File: config.mk
export PLATFORM = sky130hd
export DESIGN_NAME = rwu_top
export DESIGN_NICKNAME = d
export VERILOG_FILES = /design/src/hw/rwu_pkg.sv /design/src/hw/rwu_top.sv /design/src/hw/rwu_prescaler.sv
export VERILOG_INCLUDE_DIRS = /design/src /design/src/hw
export SDC_FILE = /design/constraint.sdc
export NUM_CORES = 1
export LEC_CHECK = 0
export BUFFER_PORTS_ARGS = -buffer_cell sky130_fd_sc_hd__buf_4
export CAP_MARGIN = 20
export CORE_ASPECT_RATIO = 0.5
export CORE_MARGIN = 8
export CORE_UTILIZATION = 51
export DETAILED_ROUTE_END_ITERATION = 10
export PLACE_DENSITY = 0.8
export SLEW_MARGIN = 10
export SYNTH_ARGS = -nofsm -noshare
export SYNTH_HDL_FRONTEND = slang
export SYNTH_SLANG_ARGS = --single-unit
export TNS_END_PERCENT = 30
File: constraint.sdc
create_clock -name ref_clk -period 2.4 [get_ports ref_clk]
set_input_delay 0.36 -clock ref_clk [delete_from_list [all_inputs] [get_ports ref_clk]]
set_output_delay 0.36 -clock ref_clk [all_outputs]
set_load 0.05 [all_outputs]
File: src/hw/rwu_defines.svh
// constants of the reset and watchdog unit
`ifndef RWU_DEFINES_SVH
`define RWU_DEFINES_SVH
`define RWU_ADR_WDG     8'hd8
`define RWU_ADR_STAT    8'hdc
`define RWU_WDG_RST     8'hfe
`define RWU_BIT_C       0
`define RWU_BIT_SR      1
`define RWU_PER_LO      2
`define RWU_PER_HI      7
`define RWU_PER_W       6
`define RWU_SUB_MAX     8'hff
`define RWU_RST_DELAY   2048
`define RWU_DLY_W       12
`define RWU_PRESCALE    12
`define RWU_RST_VECTOR  12'hffe
`endif

File: src/hw/rwu_pkg.sv
// types of the reset and watchdog unit
package rwu_pkg;
   typedef enum logic [3:0] {
      RWU_HOLD  = 4'b0001,
      RWU_DELAY = 4'b0010,
      RWU_INIT  = 4'b0100,
      RWU_RUN   = 4'b1000
   } rwu_state_t;

   typedef struct packed {
      logic [2:0]  meta;
      logic [2:0]  sync;
      rwu_state_t  state;
      logic [11:0] dly;
      logic        wdg_act;
      logic [5:0]  per;
      logic [7:0]  sub;
      logic        expired;
      logic        core_rst;
      logic        io_pullup;
      logic        osc_run;
      logic        stack_clr;
      logic        pc_load;
      logic [11:0] pc_vec;
      logic        nmi_mode;
      logic        wait_mode;
      logic        stop_mode;
      logic [2:0]  cause;
      logic        ack;
      logic [31:0] dat;
   } rwu_regs_t;
endpackage

File: src/hw/rwu_top.sv
// reset sequencer and watchdog downcounter with wishbone registers
//
// The Wishbone interface to the registers is this design's own decision.
`timescale 1ns/1ps
`include "rwu_defines.svh"
module rwu_top
   import rwu_pkg::*;
#(
   parameter bit HW_ACTIVATION = 1'b0,
   parameter bit EXT_STOP_CTRL = 1'b0,
   parameter int RST_DELAY     = `RWU_RST_DELAY,
   parameter int PRESCALE      = `RWU_PRESCALE
) (
   input  wire logic        ref_clk,
   input  wire logic        sys_rst,
   input  wire logic        wb_cyc_i,
   input  wire logic        wb_stb_i,
   input  wire logic        wb_we_i,
   input  wire logic [7:0]  wb_adr_i,
   input  wire logic [3:0]  wb_sel_i,
   input  wire logic [31:0] wb_dat_i,
   output logic [31:0]      wb_dat_o,
   output logic             wb_ack_o,
   input  wire logic        ext_rst_n,
   input  wire logic        por_n,
   input  wire logic        nmi_pin,
   input  wire logic        stop_exec,
   input  wire logic        wait_exec,
   input  wire logic        wake_irq,
   input  wire logic        return_from_interrupt_instr_exec,
   output logic             core_rst,
   output logic             io_pullup,
   output logic             osc_run,
   output logic             stack_clr,
   output logic             pc_load,
   output logic [11:0]      pc_vector,
   output logic             nmi_mode,
   output logic             wait_mode,
   output logic             stop_mode
);
   rwu_regs_t r_reg;
   rwu_regs_t r_next;
   logic      wdg_tick;

   // register view: bit 7 carries the period lsb, bit 2 the msb
   function automatic logic [5:0] rev6(input logic [5:0] v);
      logic [5:0] o;
      o = '0;
      for (int i = 0; i < 6; i++) begin
         o[i] = v[5 - i];
      end
      return o;
   endfunction

   // counter frozen only in true stop mode
   rwu_prescaler #(
      .DIV (PRESCALE)
   ) u_presc (
      .ref_clk (ref_clk),
      .sys_rst (sys_rst),
      .run     (!r_reg.stop_mode),
      .tick    (wdg_tick)
   );

   always_comb begin
      logic       pin_low;
      logic       por_low;
      logic       nmi_high;
      logic       src;
      logic       wdg_fire;
      logic       sw_rst;
      logic       hit;
      logic       wr_wdg;
      logic [7:0] view;
      pin_low  = 1'b0;
      por_low  = 1'b0;
      nmi_high = 1'b0;
      src      = 1'b0;
      wdg_fire = 1'b0;
      sw_rst   = 1'b0;
      hit      = 1'b0;
      wr_wdg   = 1'b0;
      view     = 8'h00;
      r_next   = r_reg;

      // pins pass two flops before use
      r_next.meta = {nmi_pin, por_n, ext_rst_n};
      r_next.sync = r_reg.meta;
      pin_low  = !r_reg.sync[0];
      por_low  = !r_reg.sync[1];
      nmi_high = r_reg.sync[2];

      r_next.stack_clr = 1'b0;
      r_next.pc_load   = 1'b0;

      // bus access, one wait state, ack dropped the cycle after
      hit       = wb_cyc_i && wb_stb_i && !r_reg.ack;
      r_next.ack = hit;
      view = {rev6(r_reg.per), !r_reg.expired, r_reg.wdg_act};
      if (hit && !wb_we_i) begin
         unique case (wb_adr_i)
            `RWU_ADR_WDG:  r_next.dat = {24'h000000, view};
            `RWU_ADR_STAT: r_next.dat = {24'h000000, r_reg.nmi_mode,
                                         r_reg.stop_mode, r_reg.wait_mode,
                                         2'b00, r_reg.cause};
            default:       r_next.dat = 32'h00000000;
         endcase
      end
      // writes while the core is held in reset are ignored
      wr_wdg = hit && wb_we_i && wb_sel_i[0] && !r_reg.core_rst
               && wb_adr_i == `RWU_ADR_WDG;

      // watchdog countdown on the divided clock
      if (wdg_tick && !r_reg.expired && r_reg.state == RWU_RUN) begin
         if (r_reg.sub == 8'h00) begin
            r_next.sub = `RWU_SUB_MAX;
            if (r_reg.per == 6'h00) begin
               // trigger bit falls: 256 sub ticks per period step
               r_next.expired = 1'b1;
               wdg_fire       = r_reg.wdg_act;
            end else begin
               r_next.per = r_reg.per - 6'h01;
            end
         end else begin
            r_next.sub = r_reg.sub - 8'h01;
         end
      end

      if (wr_wdg) begin
         r_next.per     = rev6(wb_dat_i[`RWU_PER_HI:`RWU_PER_LO]);
         r_next.sub     = `RWU_SUB_MAX;
         r_next.expired = 1'b0;
         // activation is one-way until reset
         if (wb_dat_i[`RWU_BIT_C]) begin
            r_next.wdg_act = 1'b1;
         end
         sw_rst = !wb_dat_i[`RWU_BIT_SR];
      end
      if (HW_ACTIVATION) begin
         r_next.wdg_act = 1'b1;
      end

      // low power instructions
      if (r_reg.state == RWU_RUN) begin
         if (stop_exec) begin
            if (r_reg.wdg_act && !(EXT_STOP_CTRL && nmi_high)) begin
               r_next.wait_mode = 1'b1;
            end else begin
               r_next.stop_mode = 1'b1;
               r_next.osc_run   = 1'b0;
            end
         end else if (wait_exec) begin
            r_next.wait_mode = 1'b1;
         end
         if (wake_irq) begin
            r_next.wait_mode = 1'b0;
            r_next.stop_mode = 1'b0;
            r_next.osc_run   = 1'b1;
         end
         if (return_from_interrupt_instr_exec) begin
            r_next.nmi_mode = 1'b0;
         end
      end

      // any source, watchdog and software ones as a pulse
      src = pin_low || por_low || wdg_fire || sw_rst;
      if (pin_low || por_low || wdg_fire || sw_rst) begin
         r_next.cause = {wdg_fire || sw_rst, por_low, pin_low};
      end

      unique case (r_reg.state)
         RWU_HOLD: begin
            r_next.dly = '0;
            if (!src) begin
               r_next.state = RWU_DELAY;
            end
         end
         RWU_DELAY: begin
            if (src) begin
               r_next.state = RWU_HOLD;
            end else if (r_reg.dly == 12'(RST_DELAY - 1)) begin
               r_next.state    = RWU_INIT;
               r_next.core_rst = 1'b0;
            end else begin
               r_next.dly = r_reg.dly + 12'h001;
            end
         end
         RWU_INIT: begin
            r_next.stack_clr = 1'b1;
            r_next.pc_load   = 1'b1;
            r_next.pc_vec    = `RWU_RST_VECTOR;
            r_next.io_pullup = 1'b0;
            r_next.state     = src ? RWU_HOLD : RWU_RUN;
            r_next.core_rst  = src;
         end
         RWU_RUN: begin
            if (src) begin
               r_next.state = RWU_HOLD;
            end
         end
      endcase

      // every state but init and run keeps the core and watchdog in reset
      if (src || r_next.state != RWU_RUN && r_next.state != RWU_INIT) begin
         r_next.core_rst  = 1'b1;
         r_next.io_pullup = 1'b1;
         r_next.osc_run   = 1'b1;
         r_next.wait_mode = 1'b0;
         r_next.stop_mode = 1'b0;
         r_next.nmi_mode  = 1'b1;
         r_next.wdg_act   = HW_ACTIVATION;
         r_next.per       = '1;
         r_next.sub       = `RWU_SUB_MAX;
         r_next.expired   = 1'b0;
      end
   end

   always_ff @(posedge ref_clk) begin
      if (sys_rst) begin
         r_reg           <= '0;
         r_reg.state     <= RWU_HOLD;
         r_reg.core_rst  <= 1'b1;
         r_reg.io_pullup <= 1'b1;
         r_reg.osc_run   <= 1'b1;
         r_reg.nmi_mode  <= 1'b1;
         r_reg.wdg_act   <= HW_ACTIVATION;
         r_reg.per       <= '1;
         r_reg.sub       <= `RWU_SUB_MAX;
         r_reg.pc_vec    <= `RWU_RST_VECTOR;
      end else begin
         r_reg <= r_next;
      end
   end

   assign wb_dat_o  = r_reg.dat;
   assign wb_ack_o  = r_reg.ack;
   assign core_rst  = r_reg.core_rst;
   assign io_pullup = r_reg.io_pullup;
   assign osc_run   = r_reg.osc_run;
   assign stack_clr = r_reg.stack_clr;
   assign pc_load   = r_reg.pc_load;
   assign pc_vector = r_reg.pc_vec;
   assign nmi_mode  = r_reg.nmi_mode;
   assign wait_mode = r_reg.wait_mode;
   assign stop_mode = r_reg.stop_mode;
endmodule

File: src/hw/rwu_prescaler.sv
// divide-by-n tick enable for the watchdog
`timescale 1ns/1ps
`include "rwu_defines.svh"
module rwu_prescaler #(
   parameter int DIV = `RWU_PRESCALE
) (
   input  wire logic ref_clk,
   input  wire logic sys_rst,
   input  wire logic run,
   output logic      tick
);
   logic [3:0] cnt_reg;
   logic [3:0] cnt_next;
   logic       tick_next;

   always_comb begin
      cnt_next  = cnt_reg;
      tick_next = 1'b0;
      // frozen divider keeps its phase while stopped
      if (run) begin
         if (cnt_reg == 4'(DIV - 1)) begin
            cnt_next  = 4'h0;
            tick_next = 1'b1;
         end else begin
            cnt_next = cnt_reg + 4'h1;
         end
      end
   end

   always_ff @(posedge ref_clk) begin
      if (sys_rst) begin
         cnt_reg <= 4'h0;
         tick    <= 1'b0;
      end else begin
         cnt_reg <= cnt_next;
         tick    <= tick_next;
      end
   end
endmodule

==> run metrics <==
vias around 2.8k; async set-reset flop share out of synthesis 0%; Pwr per Cell Area 687 nW/µm²; type of origin of the critical path flip-flop; worst-margin pin slew between 0.5 and 0.6 ns; largest net degree at the start of global routing 36; fin. max-slew vios 0; Worst EP arrival 2.58 ns; layout cell share with drive strength beyond 1 between 20% and 30%; minimum clock period after layout 2.33 ns; Max-slew headroom approximately three fifths; drt pass-1 iters 4; clock latency on the worst-skew pair ~0.33 ns; fillers just over 500; CTS Buffer Depth 2; CTS H-tree depth 3; Sink Count 60; most frequent cells after synthesis 60 x dfxtp_1, 46 x buf_4, 30 x nand2_1; final total power 2.62 mW; count leader, synth dfxtp_1; wire length per cell 14.4 µm; post-cts hold buffer count 0; status finished clean; clk slew on worst S/H paths roughly 0.060 ns; max reg flops 37; sum of negative setup slack 0 ns; GRT overflow 0; CTS buffer count 9; Yosys top cell area share about 37%; final worst slack between 0.07 and 0.08 ns; largest area contributor in the netlist dfxtp_1; Achievable Freq between 400 and 500 MHz; Mean Syn Cell Area between 8 and 9 µm²; ANT nets after route 0; Yosys reg bits 60; DIE WIDTH around 130 µm; Synth warnings 0; Post-Route WL between 7000 and 8000 µm; Min-Delay Path Class primary input to flip-flop; Leakage Power 1.52 nW; CP Capture Type flip-flop; CTS tree done; Fin Hold WS roughly 0.23 ns; hpwl dp 5130 µm; pre-CTS setup slack about 0.13 ns; initial core utilization 53.1%; Worst Setup Path Type flip-flop to flip-flop; Layout area overhead 17.8%; RePlAce Congestion around 0.8; initial antenna violation count 0; final setup fails 0; Iteration-0 DRC Markers approximately 240; Non-Filler Instances a little over 500; core box area approximately 6100 µm²; Syn Inst Count 383; Synth area leaders dfxtp_1 37%, buf_4 11%, nand2_1 3.5%; vias in the first global route roughly 2.5k; Mapped Area 3240 µm²; number of top-level pins around 110; max-capacitance violation count 0; synth unique cells a little under 60; Via density roughly 5.4; Die Y 72.4 µm; register area share after synthesis 37.1%; ANT cells 0; row count 20; Post-synth EDFFs 0; # DRC 0; Critical Path RT about 2.7 ns; Tcrit/Tclk final around 97%; crit-path max FO 20; Total GRT Usage between 15 and 20%; placed insts ~500; final hold vios 0; Final nets just under 500; RSZ-0062 raised after global routing true; Port Buf Inserts between 40 and 50; Peak supply drop around 450 µV; CTS root buffer clkbuf_16; die outline area between 9000 and 10000 µm²; Primary FF master, synth dfxtp_1; global-route wire length before repair ~12000 µm; clk_skew about 0.0057 ns
[path summary, 6_finish.rpt]
check | start | endpoint | slack, ns | cells past startpoint
max | r_reg[72] | r_reg[75] | 0.07 | 6
min | wb_dat_i[2] | r_reg[70] | 0.23 | 3
max reg2reg | r_reg[72] | r_reg[75] | 0.07 | 6
min reg2reg | r_next[89] | r_reg[89] | 0.45 | 1
[logic make-up after synthesis]
logic type | after synthesis | synth area share, %
muxes | 8 | 2.63
buffers and inverters | 73 | 14.4
AOI/OAI and AO/OA | 73 | 14.3
other | 2 | 0.232
xor gates and xnor gates | 5 | 1.35
DFF | 60 | 37.1
adders and majority gates | 6 | 2.32
and+or+nand+nor | 156 | 27.8
[worst max-delay path: stages, from the launching register on]
cell	delay, ns
dfxtp_1	0.34
ha_1	0.25
and3b_1	0.20
and4_4	0.21
or4_4	0.54
or4_1	0.54
a21oi_1	0.17
[routing by layer]
layer	vias to the layer above	track usage (%)	part of all wire, %
met5	-	0	0
met4	0	7.48	1.7
met3	10	6.07	8.3
met2	92	26.2	48
met1	1296	18.3	42
li1	1373	-	-
[stage by stage]
| step | util [%] | instance area (µm²) |
|---|---|---|
| 3_3_place_gp | 57.1 | 3490 |
| 3_5_place_dp | 57.1 | 3490 |
| 6_report | 62.5 | 3820 |
| 2_1_floorplan | - | 3370 |
| 5_1_grt | 62.5 | 3820 |
| 4_1_cts | 62.4 | 3810 |
[layout make-up]
class	count	area [µm²]	area share, %
Timing Repair Buffer	57	428	11.2
Multi-Input combinational cell	284	1720	45.0
Clock inverter	7	98.8	2.59
Sequential cell	60	1200	31.5
Clock buffer	9	225	5.90
Tap cell	88	110	2.89
Inverter	9	33.8	0.885
[cell usage in the layout (no fill, tap or decap), types with 3 or more instances in the layout]
| cell | n |
|---|---|
| dfxtp_1 | 60 |
| buf_4 | 57 |
| conb_1 | 36 |
| nand2_1 | 30 |
| nor2_1 | 26 |
| a21oi_1 | 21 |
| nand3_1 | 12 |
| o21ai_0 | 12 |
| or4_1 | 11 |
| nand4_1 | 11 |
| inv_1 | 9 |
| o31ai_1 | 9 |
| clkbuf_16 | 9 |
| a22oi_1 | 8 |
| nor3_1 | 7 |
| nor4_1 | 7 |
| nor2b_1 | 6 |
| and2_1 | 6 |
| nand2b_1 | 6 |
| ha_1 | 6 |
| o21ai_1 | 5 |
| nor3b_1 | 5 |
| nand3b_1 | 4 |
| mux2i_1 | 4 |
| mux2_2 | 4 |
| and4_1 | 3 |
| nand4b_1 | 3 |
| a21o_1 | 3 |
| or3_1 | 3 |
| xor2_1 | 3 |
| o211ai_1 | 3 |
[timing repair]
item | 4_1_cts | 5_1_grt
resized for setup | 0 | 1
setup buffers | 0 | 0
endpoints found under the setup margin | 0 | 9
[power breakdown]
group	total [mW]	leakage, nW	switching (mW)	internal [mW]
registers	1.02	0.486	0.00776	1.01
clock network	1.39	0.156	0.475	0.914
logic	0.217	0.878	0.168	0.0487
Note: power is estimated with default switching activity, not from simulation.
